===== config.mk =====
export PLATFORM = sky130hd
export DESIGN_NAME = dcc_top
export DESIGN_NICKNAME = d
export VERILOG_FILES = /design/src/logic/dcc_pkg.sv /design/src/logic/dcc_top.sv
export SDC_FILE = /design/constraint.sdc
export NUM_CORES = 2
export LEC_CHECK = 0
export BUFFER_PORTS_ARGS = -buffer_cell sky130_fd_sc_hd__buf_2
export CAP_MARGIN = 10
export CELL_PAD_IN_SITES_DETAIL_PLACEMENT = 0
export CELL_PAD_IN_SITES_GLOBAL_PLACEMENT = 1
export CORE_ASPECT_RATIO = 0.9
export CORE_UTILIZATION = 50
export CTS_BUF_LIST = sky130_fd_sc_hd__clkbuf_2 sky130_fd_sc_hd__clkbuf_4 sky130_fd_sc_hd__clkbuf_8
export DETAILED_ROUTE_END_ITERATION = 6
export PLACE_DENSITY = 0.89
export SETUP_SLACK_MARGIN = 0.1
export SYNTH_ARGS = -nofsm -noshare
export SYNTH_HDL_FRONTEND = slang
export SYNTH_SLANG_ARGS = --single-unit

===== constraint.sdc =====
create_clock -name clk_sys -period 35.2 [get_ports clk_sys]
set_clock_uncertainty 0.15 [all_clocks]
set_input_delay 1.76 -clock clk_sys [delete_from_list [all_inputs] [get_ports clk_sys]]
set_output_delay 1.76 -clock clk_sys [all_outputs]
set_load 0.02 [all_outputs]

===== src/logic/dcc_pkg.sv =====
// Package of constants and types for the eight-channel DMA controller.
`default_nettype none
package dcc_pkg;
  localparam int NCH = 8;
  localparam logic [2:0] OFF_CTRL = 3'h0;
  localparam logic [2:0] OFF_REQ = 3'h1;
  localparam logic [2:0] OFF_STA = 3'h2;
  localparam logic [2:0] OFF_STB = 3'h3;
  localparam logic [2:0] OFF_PAD = 3'h4;
  localparam logic [2:0] OFF_CNT = 3'h5;
  localparam logic [11:0] OFF_COLL = 12'h100;
  localparam logic [11:0] OFF_ACT = 12'h104;
  localparam int B_ON = 15;
  localparam int B_BYTE = 14;
  localparam int B_DIR = 13;
  localparam int B_HALF = 12;
  localparam int B_NULL = 11;
  localparam int B_AM_HI = 5;
  localparam int B_AM_LO = 4;
  localparam int B_FORCE = 15;
  localparam logic [15:0] CTRL_MASK = 16'hF833;
  localparam logic [15:0] REG_RST = 16'h0000;
  localparam logic [9:0] CNT_RST = 10'h000;
  localparam logic [3:0] LAST_RST = 4'hF;
  localparam logic [1:0] AM_POSTINC = 2'h0;
  localparam logic [1:0] MD_CONT = 2'h0;
  localparam logic [1:0] MD_ONE = 2'h1;
  localparam logic [1:0] MD_PP_CONT = 2'h2;
  localparam logic [1:0] MD_PP_ONE = 2'h3;
  typedef enum logic [1:0] {ST_IDLE, ST_RD, ST_WT, ST_WR} dcc_state_type;
endpackage
`default_nettype wire


===== src/logic/dcc_top.sv =====
// Eight-channel DMA controller with APB registers and dedicated RAM and peripheral buses.
`default_nettype none
module dcc_top (
  input wire logic clk_sys,
  input wire logic sys_rst,
  input wire logic [11:0] paddr,
  input wire logic psel,
  input wire logic penable,
  input wire logic pwrite,
  input wire logic [31:0] pwdata,
  output logic [31:0] prdata,
  output logic pready,
  output logic pslverr,
  input wire logic [127:0] dma_req,
  input wire logic [15:0] per_ind_addr,
  output logic [15:0] per_addr,
  output logic [15:0] per_wdata,
  output logic per_re,
  output logic per_we,
  output logic per_byte,
  input wire logic [15:0] per_rdata,
  input wire logic per_wr_collide,
  output logic [15:0] ram_addr,
  output logic [15:0] ram_wdata,
  output logic ram_re,
  output logic ram_we,
  output logic ram_byte,
  input wire logic [15:0] ram_rdata,
  input wire logic ram_wr_collide,
  output logic [7:0] ch_irq
);

  // Each channel owns six registers in a 32-byte window; two shared status words follow.
  // Software writes reach a register at the access edge of an APB transfer, while read data
  // is latched at the setup edge so that pready can stay high and no wait state is needed.
  // The transfer engine serves one channel at a time and spends four cycles on every move.
  // The engine is a four-state machine: idle, read, wait and write.
  // In the grant cycle it latches the channel's direction, size, null-write choice and both
  // addresses, so a register write in mid-transfer cannot tear the move that is in flight.
  // The cycle after the grant raises one read strobe on the source bus, the next captures
  // the returned data, and the third raises the write strobe on the destination bus.
  // The fourth cycle is idle again and may already grant the next pending channel.
  // The engine never touches the CPU bus; both far buses are dedicated to it.
  // Requests are remembered in one pending bit per channel until they are served.
  // Turning a channel off drops its pending request, so stale triggers never fire later.
  // A block ends after the programmed count plus one moves; the pointer then reloads.
  // Ping-pong modes alternate between the two start registers at every block end.
  // One-shot modes clear the on bit at the end of their last block.
  // The interrupt pulse lasts one cycle and is meant for a flag in the interrupt controller.
  // Collision flags are set by hardware and cleared by writing zero; a set wins a clear.
  // Peripheral indirect addressing takes the RAM address from the requester at the grant.
  // Register indirect addressing uses the channel pointer, with or without a post step.
  // Word moves step the pointer by two and byte moves by one, in RAM bytes.
  // The half-block interrupt replaces the full-block one for a channel that selects it.
  // Writes to a channel's peripheral address while it runs take effect from its next grant; start writes wait for its next reload.
  // A reserved addressing code behaves as peripheral indirect, since only its top bit counts.

  // Lowest set bit wins, so channel 0 has the highest priority.
  function automatic logic [2:0] first_set(input logic [7:0] v);
    logic [2:0] r;
    r = 3'h0;
    for (int i = dcc_pkg::NCH - 1; i >= 0; i--) begin
      if (v[i]) begin
        r = i[2:0];
      end
    end
    return r;
  endfunction

  // Sets the bit of one channel when hit is high.
  // It serves the write strobes, the grant vector and the status strobes alike.
  function automatic logic [7:0] ch_strobe(input logic hit, input logic [2:0] ch);
    logic [7:0] v;
    v = 8'h00;
    if (hit) begin
      v[ch] = 1'b1;
    end
    return v;
  endfunction

  logic [15:0] ctrl_q [dcc_pkg::NCH];
  logic [6:0] sel_q [dcc_pkg::NCH];
  logic [15:0] sta_q [dcc_pkg::NCH];
  logic [15:0] stb_q [dcc_pkg::NCH];
  logic [15:0] pad_q [dcc_pkg::NCH];
  logic [9:0] cnt_q [dcc_pkg::NCH];
  logic [15:0] ptr_q [dcc_pkg::NCH];
  logic [10:0] done_q [dcc_pkg::NCH];
  logic [7:0] pp_q;
  logic [7:0] pend_q;
  logic [7:0] ram_write_collision_q;
  logic [7:0] periph_write_collision_q;
  logic [3:0] last_q;
  logic [7:0] irq_q;
  dcc_pkg::dcc_state_type st_q;
  logic [2:0] cur_q;
  logic dir_q;
  logic byte_q;
  logic null_q;
  logic [15:0] ram_a_q;
  logic [15:0] per_a_q;
  logic [15:0] data_q;
  logic [15:0] per_wd_q;
  logic [31:0] rd_q;

  // APB decode: channel registers at 0x20 per channel, shared status at 0x100.
  // Offsets past the count register and outside both windows answer with an error.
  wire apb_setup = psel & ~penable;
  wire apb_acc = psel & penable;
  wire [2:0] a_ch = paddr[7:5];
  wire [2:0] a_reg = paddr[4:2];
  wire a_chan = (paddr[11:8] == 4'h0) & (a_reg <= dcc_pkg::OFF_CNT);
  wire a_coll = {paddr[11:2], 2'b00} == dcc_pkg::OFF_COLL;
  wire a_act = {paddr[11:2], 2'b00} == dcc_pkg::OFF_ACT;
  wire a_ok = a_chan | a_coll | a_act;
  wire wr_acc = apb_acc & pwrite & a_ok;
  wire wr_ch = apb_acc & pwrite & a_chan;

  // One write strobe per register kind, one bit per channel.
  wire [7:0] wr_ctrl_v = ch_strobe(wr_ch & (a_reg == dcc_pkg::OFF_CTRL), a_ch);
  wire [7:0] wr_req_v = ch_strobe(wr_ch & (a_reg == dcc_pkg::OFF_REQ), a_ch);
  wire [7:0] wr_sta_v = ch_strobe(wr_ch & (a_reg == dcc_pkg::OFF_STA), a_ch);
  wire [7:0] wr_stb_v = ch_strobe(wr_ch & (a_reg == dcc_pkg::OFF_STB), a_ch);
  wire [7:0] wr_pad_v = ch_strobe(wr_ch & (a_reg == dcc_pkg::OFF_PAD), a_ch);
  wire [7:0] wr_cnt_v = ch_strobe(wr_ch & (a_reg == dcc_pkg::OFF_CNT), a_ch);

  // Read values of the addressed registers, zero-extended to the bus width.
  // Both start offsets show the live pointer, so software can follow a block in flight.
  wire [31:0] rd_ctrl = {16'h0000, ctrl_q[a_ch]};
  wire [31:0] rd_req = {16'h0000, pend_q[a_ch], 8'h00, sel_q[a_ch]};
  wire [31:0] rd_ptr = {16'h0000, ptr_q[a_ch]};
  wire [31:0] rd_pad = {16'h0000, pad_q[a_ch]};
  wire [31:0] rd_cnt = {22'h000000, cnt_q[a_ch]};
  wire [31:0] rd_coll = {16'h0000, periph_write_collision_q, ram_write_collision_q};
  wire [31:0] rd_act = {20'h00000, last_q, pp_q};

  // Unmapped offsets read as zero.
  logic [31:0] rd_mux;
  always_comb begin
    rd_mux = 32'h0000_0000;
    if (a_coll) begin
      rd_mux = rd_coll;
    end else if (a_act) begin
      rd_mux = rd_act;
    end else if (a_chan) begin
      case (a_reg)
        dcc_pkg::OFF_CTRL: rd_mux = rd_ctrl;
        dcc_pkg::OFF_REQ: rd_mux = rd_req;
        dcc_pkg::OFF_STA: rd_mux = rd_ptr;
        dcc_pkg::OFF_STB: rd_mux = rd_ptr;
        dcc_pkg::OFF_PAD: rd_mux = rd_pad;
        dcc_pkg::OFF_CNT: rd_mux = rd_cnt;
        default: rd_mux = 32'h0000_0000;
      endcase
    end
  end

  // Read data is captured in the setup cycle, so no wait states are needed.
  // The captured word stands on prdata until the setup of the next read.
  always_ff @(posedge clk_sys or posedge sys_rst) begin
    if (sys_rst) begin
      rd_q <= 32'h0000_0000;
    end else if (apb_setup & ~pwrite) begin
      rd_q <= rd_mux;
    end
  end
  assign prdata = rd_q;
  assign pready = 1'b1;
  assign pslverr = apb_acc & ~a_ok;

  // Request lines and arbitration.
  // A manual trigger and a selected request line both only set the pending bit.
  // A channel that is off sets nothing, whatever its request line does.
  // The lowest numbered ready channel wins each idle cycle.
  logic [7:0] on_v;
  logic [7:0] trig_v;
  logic [7:0] force_v;
  always_comb begin
    for (int c = 0; c < dcc_pkg::NCH; c++) begin
      on_v[c] = ctrl_q[c][dcc_pkg::B_ON];
      force_v[c] = wr_req_v[c] & pwdata[dcc_pkg::B_FORCE];
      trig_v[c] = on_v[c] & (dma_req[sel_q[c]] | force_v[c]);
    end
  end
  wire [7:0] ready_v = pend_q & on_v;
  wire grant = (st_q == dcc_pkg::ST_IDLE) & (|ready_v);
  wire [2:0] gch = first_set(ready_v);
  wire [7:0] gnt_v = ch_strobe(grant, gch);

  // A new request in the grant cycle stays pending.
  // A pending bit clears when its channel is granted or switched off.
  always_ff @(posedge clk_sys or posedge sys_rst) begin
    if (sys_rst) begin
      pend_q <= 8'h00;
    end else begin
      pend_q <= trig_v | (pend_q & ~gnt_v & on_v);
    end
  end

  // Block completion of the channel being served.
  // The done counter counts moves within a block and is compared with count plus one.
  // With a count of zero the half point falls on the single move, so the pulse still comes.
  // Ping-pong toggles the selected start at each block end and clears it in other modes.
  wire fin = st_q == dcc_pkg::ST_WR;
  wire [15:0] cctl = ctrl_q[cur_q];
  wire [10:0] nd = done_q[cur_q] + 11'h001;
  wire [10:0] tot = {1'b0, cnt_q[cur_q]} + 11'h001;
  wire [10:0] hpt = (tot[10:1] == 10'h000) ? 11'h001 : {1'b0, tot[10:1]};
  wire blk_end = nd == tot;
  wire irq_hit = cctl[dcc_pkg::B_HALF] ? (nd == hpt) : blk_end;
  wire [1:0] cmode = cctl[1:0];
  wire pp_mode = cmode[1];
  wire cpp = pp_q[cur_q];
  wire nxt_pp = pp_mode & ~cpp;
  wire stop_blk = (cmode == dcc_pkg::MD_ONE) |
                  ((cmode == dcc_pkg::MD_PP_ONE) & cpp);
  wire [15:0] nxt_start = nxt_pp ? stb_q[cur_q] : sta_q[cur_q];
  wire postinc = cctl[dcc_pkg::B_AM_HI:dcc_pkg::B_AM_LO] == dcc_pkg::AM_POSTINC;
  wire [15:0] inc = byte_q ? 16'h0001 : 16'h0002;

  // Data moved from source to destination; byte moves keep the upper lane at zero.
  wire [15:0] src_data = dir_q ? ram_rdata : per_rdata;
  wire [15:0] moved = byte_q ? {8'h00, src_data[7:0]} : src_data;

  // Transfer engine: read, wait for data, write.
  // Addresses, direction, size and null choice are latched at the grant, so later register writes wait a move.
  // A move in flight always finishes, even if its channel is turned off meanwhile.
  always_ff @(posedge clk_sys or posedge sys_rst) begin
    if (sys_rst) begin
      st_q <= dcc_pkg::ST_IDLE;
      cur_q <= 3'h0;
      dir_q <= 1'b0;
      byte_q <= 1'b0;
      null_q <= 1'b0;
      ram_a_q <= 16'h0000;
      per_a_q <= 16'h0000;
      data_q <= 16'h0000;
      per_wd_q <= 16'h0000;
    end else begin
      case (st_q)
        dcc_pkg::ST_IDLE: begin
          if (grant) begin
            st_q <= dcc_pkg::ST_RD;
            cur_q <= gch;
            dir_q <= ctrl_q[gch][dcc_pkg::B_DIR];
            byte_q <= ctrl_q[gch][dcc_pkg::B_BYTE];
            null_q <= ctrl_q[gch][dcc_pkg::B_NULL] & ~ctrl_q[gch][dcc_pkg::B_DIR];
            ram_a_q <= ctrl_q[gch][dcc_pkg::B_AM_HI] ? per_ind_addr : ptr_q[gch];
            per_a_q <= pad_q[gch];
          end
        end
        dcc_pkg::ST_RD: st_q <= dcc_pkg::ST_WT;
        dcc_pkg::ST_WT: begin
          st_q <= dcc_pkg::ST_WR;
          data_q <= moved;
          per_wd_q <= dir_q ? moved : 16'h0000;
        end
        dcc_pkg::ST_WR: st_q <= dcc_pkg::ST_IDLE;
        default: st_q <= dcc_pkg::ST_IDLE;
      endcase
    end
  end

  // Dedicated bus strobes; the CPU bus is never used.
  // Strobes are decoded from the state, so each lasts exactly one cycle.
  // Null writes put zero on the peripheral bus next to the RAM write.
  assign ram_addr = ram_a_q;
  assign per_addr = per_a_q;
  assign ram_wdata = data_q;
  assign per_wdata = per_wd_q;
  assign ram_byte = byte_q;
  assign per_byte = byte_q;
  assign ram_re = (st_q == dcc_pkg::ST_RD) & dir_q;
  assign per_re = (st_q == dcc_pkg::ST_RD) & ~dir_q;
  assign ram_we = fin & ~dir_q;
  assign per_we = fin & (dir_q | null_q);

  // Per-channel registers; a software write in the same cycle overrides hardware.
  // Enabling a channel reloads its pointer from the primary start and clears its progress.
  always_ff @(posedge clk_sys or posedge sys_rst) begin
    if (sys_rst) begin
      for (int c = 0; c < dcc_pkg::NCH; c++) begin
        ctrl_q[c] <= dcc_pkg::REG_RST;
        sel_q[c] <= 7'h00;
        sta_q[c] <= dcc_pkg::REG_RST;
        stb_q[c] <= dcc_pkg::REG_RST;
        pad_q[c] <= dcc_pkg::REG_RST;
        cnt_q[c] <= dcc_pkg::CNT_RST;
        ptr_q[c] <= dcc_pkg::REG_RST;
        done_q[c] <= 11'h000;
      end
      pp_q <= 8'h00;
    end else begin
      for (int c = 0; c < dcc_pkg::NCH; c++) begin
        if (fin & (cur_q == c[2:0])) begin
          if (blk_end) begin
            done_q[c] <= 11'h000;
            ptr_q[c] <= nxt_start;
            pp_q[c] <= nxt_pp;
            if (stop_blk) begin
              ctrl_q[c][dcc_pkg::B_ON] <= 1'b0;
            end
          end else begin
            done_q[c] <= nd;
            if (postinc) begin
              ptr_q[c] <= ptr_q[c] + inc;
            end
          end
        end
        if (wr_ctrl_v[c]) begin
          ctrl_q[c] <= pwdata[15:0] & dcc_pkg::CTRL_MASK;
          if (pwdata[dcc_pkg::B_ON] & ~ctrl_q[c][dcc_pkg::B_ON]) begin
            ptr_q[c] <= sta_q[c];
            pp_q[c] <= 1'b0;
            done_q[c] <= 11'h000;
          end
        end
        if (wr_req_v[c]) begin
          sel_q[c] <= pwdata[6:0];
        end
        if (wr_sta_v[c]) begin
          sta_q[c] <= pwdata[15:0];
        end
        if (wr_stb_v[c]) begin
          stb_q[c] <= pwdata[15:0];
        end
        if (wr_pad_v[c]) begin
          pad_q[c] <= pwdata[15:0];
        end
        if (wr_cnt_v[c]) begin
          cnt_q[c] <= pwdata[9:0];
        end
      end
    end
  end

  // Shared status: collisions set over a clearing write, last channel, interrupts.
  wire wr_coll = wr_acc & a_coll;
  // A collision flag set by a write strobe stays set until software writes zero to it.
  wire [7:0] cur_v = ch_strobe(1'b1, cur_q);
  wire [7:0] xw_set = (ram_we & ram_wr_collide) ? cur_v : 8'h00;
  wire [7:0] pw_set = (per_we & per_wr_collide) ? cur_v : 8'h00;
  wire [7:0] xw_keep = wr_coll ? pwdata[7:0] : 8'hFF;
  wire [7:0] pw_keep = wr_coll ? pwdata[15:8] : 8'hFF;

  // The keep masks let a write of zero clear a flag while ones leave it alone.
  always_ff @(posedge clk_sys or posedge sys_rst) begin
    if (sys_rst) begin
      ram_write_collision_q <= 8'h00;
      periph_write_collision_q <= 8'h00;
    end else begin
      ram_write_collision_q <= xw_set | (ram_write_collision_q & xw_keep);
      periph_write_collision_q <= pw_set | (periph_write_collision_q & pw_keep);
    end
  end

  // The last channel field keeps all ones until the first move completes.
  always_ff @(posedge clk_sys or posedge sys_rst) begin
    if (sys_rst) begin
      last_q <= dcc_pkg::LAST_RST;
    end else if (fin) begin
      last_q <= {1'b0, cur_q};
    end
  end

  // One pulse per block or half block, on the cycle after the write strobe.
  always_ff @(posedge clk_sys or posedge sys_rst) begin
    if (sys_rst) begin
      irq_q <= 8'h00;
    end else begin
      irq_q <= (fin & irq_hit) ? cur_v : 8'h00;
    end
  end
  assign ch_irq = irq_q;

endmodule
`default_nettype wire


Word level (Yosys, flattened, before mapping)
Cells that the tools add are included.

cells by class
  mux-type cells = 214
  add/subtract/negate cells = 10
  eq/ne operators = 22
  bitwise gates (word level) = 96
  reductions and logical operators = 44
  magnitude comparators = 18

operator list
  kind                                                                   count
  16-bit two-way mux                                                     67
  16-bit binary-select mux with 3-bit select                             9
  11-bit two-way mux                                                     27
  16-bit by 2-bit adder with 16-bit output                               8
  32-bit two-way mux                                                     3
  8-bit two-way mux                                                      12
  16-bit one-hot mux with 5 select lines                                 1
  7-bit by 8-bit < comparator with 1-bit output (second input constant)  8
  10-bit binary-select mux with 3-bit select                             2
  1-bit AND                                                              58
  1-bit binary-select mux with 7-bit select                              8
  1-bit two-way mux                                                      56
  10-bit two-way mux                                                     5
  2-bit nonzero test                                                     24
  8-bit AND                                                              5
  11-bit binary-select mux with 3-bit select                             1
  15-bit two-way mux                                                     2
  13-bit two-way mux                                                     2
  3-bit two-way mux                                                      8
  8-bit OR                                                               3
  3-bit AND reduction                                                    8
  7-bit binary-select mux with 3-bit select                              1
  10-bit by 7-bit == test with 1-bit output (second input constant)      2
  3-bit == test (second input constant)                                  6
  other kinds (30)                                                       78

storage, ports and cells
  logic and storage cells = 492
  bits in registers = 956
  output and inout bits = 112
  bits of input ports = 227

Logic depth before layout (Yosys ltp)
  depth after elaboration = 18
  mapped depth = 18
  gate-level depth less buffers = 12

Worst setup path before layout
No wires, ideal clock.

  path type = input port to output port
  start = input paddr[4]
  end = output pslverr
  arrival time = 3.300 ns
  stages = 6
  required time = 33.290 ns
  slack = 29.990 ns
  path buffers = 2
  cells stage by stage = clkbuf_1 -> clkinv_1 -> nand4_1 -> nor3_1 -> clkbuf_1 -> nor3_1

between the ends
  cells in the longest elaborated chain, start to end = 6
  elaborated cells between the ends (all ways) = 8
  those cells by class = order compare (1); eq/ne (2); bitwise (5)

RTL lines
  element              RTL line        text
  start: declaration   dcc_top.sv:6    input wire logic [11:0] paddr,
  3-bit <= comparator  dcc_top.sv:112  wire a_chan = (paddr[11:8] == 4'h0) & (a_reg <= dcc_pkg::OFF_CNT);
  1-bit AND            dcc_top.sv:112
  1-bit OR             dcc_top.sv:115  wire a_ok = a_chan | a_coll | a_act;
  1-bit OR *           dcc_top.sv:115
  1-bit NOT *          dcc_top.sv:169  assign pslverr = apb_acc & ~a_ok;
  1-bit AND *          dcc_top.sv:169
  end: declaration     dcc_top.sv:13   output logic pslverr,

Mark *: on every way between the ends. The rest lies on a longest branch, timed or not.

Worst setup path in the final report
  start = register cur_q[1]
  end = register ptr_q[88] (netlist name)

between the ends
  cells in the longest elaborated chain, start to end = 10
  elaborated cells between the ends (all ways) = 32
  those cells by class = add/sub (2); eq/ne (2); mux (23); bitwise (4); reduce/logical (1)

RTL lines
  element                                                                              RTL line        text
  start: declaration                                                                   dcc_top.sv:96   logic [2:0] cur_q;
  start signal: assignment                                                             dcc_top.sv:244  cur_q <= gch;
  3-bit NOT with 4-bit output (implied by the code)                                    -
  11-bit binary-select mux with 3-bit select, or another cell as far along             dcc_top.sv:206  wire [10:0] nd = done_q[cur_q] + 11'h001;
  11-bit two-way mux (implied by the code), or another cell as far along (2 in a row)  dcc_top.sv:206
  11-bit by 1-bit adder with 11-bit output, or another cell as far along               dcc_top.sv:206
  11-bit == test, or another cell as far along                                         dcc_top.sv:209  wire blk_end = nd == tot;
  16-bit two-way mux                                                                   dcc_top.sv:296  if (blk_end) begin
  16-bit two-way mux *                                                                 dcc_top.sv:295  if (fin & (cur_q == c[2:0])) begin
  16-bit two-way mux                                                                   dcc_top.sv:312  if (pwdata[dcc_pkg::B_ON] & ~ctrl_q[c][dcc_pkg::B_ON]) begin
  16-bit two-way mux *                                                                 dcc_top.sv:310  if (wr_ctrl_v[c]) begin
  end signal: indexed assignment                                                       dcc_top.sv:298  ptr_q[c] <= nxt_start;
  end signal: indexed assignment                                                       dcc_top.sv:306  ptr_q[c] <= ptr_q[c] + inc;
  end signal: indexed assignment                                                       dcc_top.sv:313  ptr_q[c] <= sta_q[c];
  end: declaration                                                                     dcc_top.sv:87   logic [15:0] ptr_q [dcc_pkg::NCH];

Mark *: on every way between the ends. The rest lies on a longest branch, timed or not. The select of a mux whose other input is x is not followed.
A chain may end at the register's enable or synchronous reset.

==> results.sh <==
export IMPL_run_status="complete, but fails checks"
export IMPL_failing_checks="design-rule violations"
export IMPL_standard_cell_core_area_sq_um=115900
export IMPL_total_leakage_power_nw=27.19
export IMPL_maxCapViolCount=0
export IMPL_sequentialPowerShare_pct=40.3
export IMPL_cts_htree_levels=4
export IMPL_gr_usage_met1_pct=48.85
export IMPL_start_util_pct=50.75
export IMPL_avgSynthCellArea_sq_um=11.28
export IMPL_max_clock_path_buffers=3
export IMPL_rsz0062_at_grt="false"
export IMPL_detail_route_iter0_violations=7457
export IMPL_synth_ff_latch_count=940
export IMPL_min_period_over_period_pct=20.42
export IMPL_via_density_per_instance=7.162
export IMPL_remaining_drc_errors=25
export IMPL_cts_resized=0
export IMPL_netlist_top_cell_by_area="sky130_fd_sc_hd__dfrtp_1"
export IMPL_tritoncts_num_buffers=158
export IMPL_ff2ff_path_depth=14
export IMPL_post_cts_setup_buffers=0
export IMPL_met2_usage_pct=51.01
export IMPL_grt_antenna_before_repair=20
export IMPL_number_of_i_o_pins=339
export IMPL_synth_seq_area_share_pct=40.00
export IMPL_drt_wl_total_microns=218900
export IMPL_via_count_of_the_first_global_routing_pass=48183
export IMPL_detailedRoute_firstPassIterationCount=7
export IMPL_post_dp_cell_area_sq_um=61350
export IMPL_place_gp_congestion=1.009
export IMPL_sinks_on_clock_net=940
export IMPL_grt_total_usage_pct=36.53
export IMPL_placementRows=118
export IMPL_fin_setup_tns_ns=0
export IMPL_timing_fmax_mhz=139.1
export IMPL_total_switching_power_mw=0.9343
export IMPL_synthArstFlopShare_pct=100.0
export IMPL_fin_area_sq_um=64940
export IMPL_maxSlewViolCount=0
export IMPL_fillCellCount=9682
export IMPL_timing_critical_path_fanout_max=65
export IMPL_comb_power_share_pct=20.8
export IMPL_cp_end_kind="flip-flop"
export IMPL_postLayoutCoreUtil_pct=56.03
export IMPL_vdd_drop_max_mv=0.04013
export IMPL_die_area_sq_um=119000
export IMPL_cts_tree="built"
export IMPL_critPathArrivalTime_ns=7.81
export IMPL_synth_top_cells_by_area="sky130_fd_sc_hd__dfrtp_1 40%, sky130_fd_sc_hd__mux4_2 17%, sky130_fd_sc_hd__mux2_2 11%, sky130_fd_sc_hd__nand2_1 3.4%, sky130_fd_sc_hd__a22oi_1 2.4%"
export IMPL_final_hold_worst_slack_ns=0.3216
export IMPL_global_route_peak_usage_layer="met2"
export IMPL_totalPowerFinal_mw=2.835
export IMPL_min_path_type="flip-flop to flip-flop"
export IMPL_clock_insertion_delay_worst_skew_ns=0.88
export IMPL_route_antenna_remaining_nets=0
export IMPL_power_frac_clock_pct=38.9
export IMPL_worst_setup_path_start_kind="flip-flop"
export IMPL_synth_edff_count=0
export IMPL_global_route_overflow_total=0
export IMPL_root_buffer="sky130_fd_sc_hd__clkbuf_8"
export IMPL_cts_hold_buf=0
export IMPL_wl_per_cell_microns=31.28
export IMPL_power_density_nw_per_um2=43.65
export IMPL_synth_warning_count=0
export IMPL_slew_limit_headroom_pct=5.568
export IMPL_floorplan_die_height_microns=327.4
export IMPL_yosys_cell_count_top_type="sky130_fd_sc_hd__dfrtp_1"
export IMPL_chipWidth_microns=363.6
export IMPL_synth_cells_most_frequent="936 x sky130_fd_sc_hd__dfrtp_1, 595 x sky130_fd_sc_hd__mux2_2, 527 x sky130_fd_sc_hd__nand2_1"
export IMPL_area_growth_synth_to_final_pct=10.40
export IMPL_netlist_area_leader_share_pct=39.82
export IMPL_whs_path_depth=2
export IMPL_synth_flop_cell="sky130_fd_sc_hd__dfrtp_1"
export IMPL_grt_start_max_net_pins=186
export IMPL_final_hold_violation_count=0
export IMPL_final_period_minus_worst_setup_slack_ns=7.187
export IMPL_io_buffer_count=303
export IMPL_worst_slew_pin_slew_ns=1.397
export IMPL_power_share_switching_pct=32.96
export IMPL_netlist_instances=5217
export IMPL_finalNetCount=5563
export IMPL_detailroute_via_count=50130
export IMPL_synthesis_area_sq_um=58820
export IMPL_grtUsageMet3_pct=16.04
export IMPL_grt_pass1_wl_microns=322800
export IMPL_clk_pin_slew_ns=0.06
export IMPL_cp_required_ns=35.82
export IMPL_place_detailed_hpwl_microns=145500
export IMPL_setup_viol=0
export IMPL_drive_gt1_share_pct=34.37
export IMPL_ys_types=105
export IMPL_critPathKind="flip-flop to flip-flop"
export IMPL_p_int_mw=1.900
==> worst max-delay path: stages, from the launching register on <==
cell and delay (ns):
sky130_fd_sc_hd__dfrtp_4 0.84, sky130_fd_sc_hd__buf_4 0.70, sky130_fd_sc_hd__mux4_1 0.64, sky130_fd_sc_hd__mux2_2 0.41
sky130_fd_sc_hd__ha_1 0.27, sky130_fd_sc_hd__xnor2_1 0.85, sky130_fd_sc_hd__xor2_1 0.18, sky130_fd_sc_hd__nor4b_2 0.37
sky130_fd_sc_hd__nand4_1 0.14, sky130_fd_sc_hd__buf_4 0.29, sky130_fd_sc_hd__nor3_4 0.25, sky130_fd_sc_hd__buf_4 0.60
sky130_fd_sc_hd__buf_4 0.68, sky130_fd_sc_hd__mux2_2 0.41, sky130_fd_sc_hd__o31ai_1 0.18
==> state kept, by name, indices dropped and copies added, names as in the netlist, 56 cells and up <==
name	count
sel_q	56
sta_q	128
pad_q	128
stb_q	128
done_q	88
cnt_q	80
ptr_q	128
ctrl_q	72
==> worst paths after layout <==
path | from | endpoint | slack, ns
max in group asynchronous | sys_rst | sel_q[7]$_DFFE_PP0P_ | 30.82
min reg2reg | ram_addr[2]$_DFFE_PP0P_ | ram_addr[2]$_DFFE_PP0P_ | 0.32
min in group asynchronous | sys_rst | per_wdata[0]$_DFFE_PP0P_ | 0.95
max | cur_q[1]$_DFFE_PP0P_ | ptr_q[88]$_DFF_PP0_ | 28.01
max reg2reg | cur_q[1]$_DFFE_PP0P_ | ptr_q[88]$_DFF_PP0_ | 28.01
min | ram_addr[2]$_DFFE_PP0P_ | ram_addr[2]$_DFFE_PP0P_ | 0.32
==> layer usage <==
layer,part of all wire (%),routed length (microns),up-vias
met2,42,91240,4029
li1,-,-,20302
met3,16,35800,780
met1,37,80670,25003
met4,5.1,11140,16
met5,0.045,99,-
==> through the flow <==
step	worst slack [ns]	cells
after floorplan	6.862	5232
after global placement	28.18	6703
after detailed placement	28.14	6703
after CTS	28.14	6986
after global routing	27.72	6997
final	28.01	6999
==> power groups by stage <==
stage | combinational [mW] | sequential, mW | clock, mW
floorplan | 0.359 | 1.17 | 0
detailed placement | 0.565 | 1.16 | 0
CTS | 0.567 | 1.14 | 1.11
global placement | 0.556 | 1.16 | 0
finish | 0.588 | 1.14 | 1.10
global route | 0.613 | 1.15 | 1.15
==> cells by family after synthesis <==
| logic type | share of synthesized area (%) |
|---|---|
| simple gates | 11.34 |
| fa+ha+maj | 0.7402 |
| mux | 29.98 |
| buf+inv | 4.069 |
| compound gates | 12.94 |
| flops | 40.00 |
| xor+xnor | 0.9316 |
| other cells | 0.01277 |
==> final cells by class <==
class                   instances  area [sq um]  area share (%)
repair buffers                428          2462           3.792
multi-input cells            3725         33200           51.12
flip-flops and latches        940         23550           36.27
clock inverters                36         410.4          0.6319
diodes                         10         25.02         0.03853
clock buffers                 247          3137           4.830
well taps                    1560          1952           3.005
inverters                      53         206.4          0.3179
==> layout by cell type, fill, tap and decap left out, drive strengths merged, types with 23 or more instances in the layout <==
cell type,n
dfrtp,936
mux2,596
nand2,527
mux4,444
buf,427
nor2,301
clkbuf,248
a22oi,189
a21oi,182
nand3,169
o21ai,168
nand4,92
mux2i,91
a31oi,88
nor3,84
o31a,58
inv,57
o22ai,55
and3,55
or3,49
a221oi,43
a222oi,42
a22o,37
xnor2,31
o31ai,30
and2,27
xor2,25
a211o,24
a21o,23
Note: power is estimated with default switching activity, not from simulation.
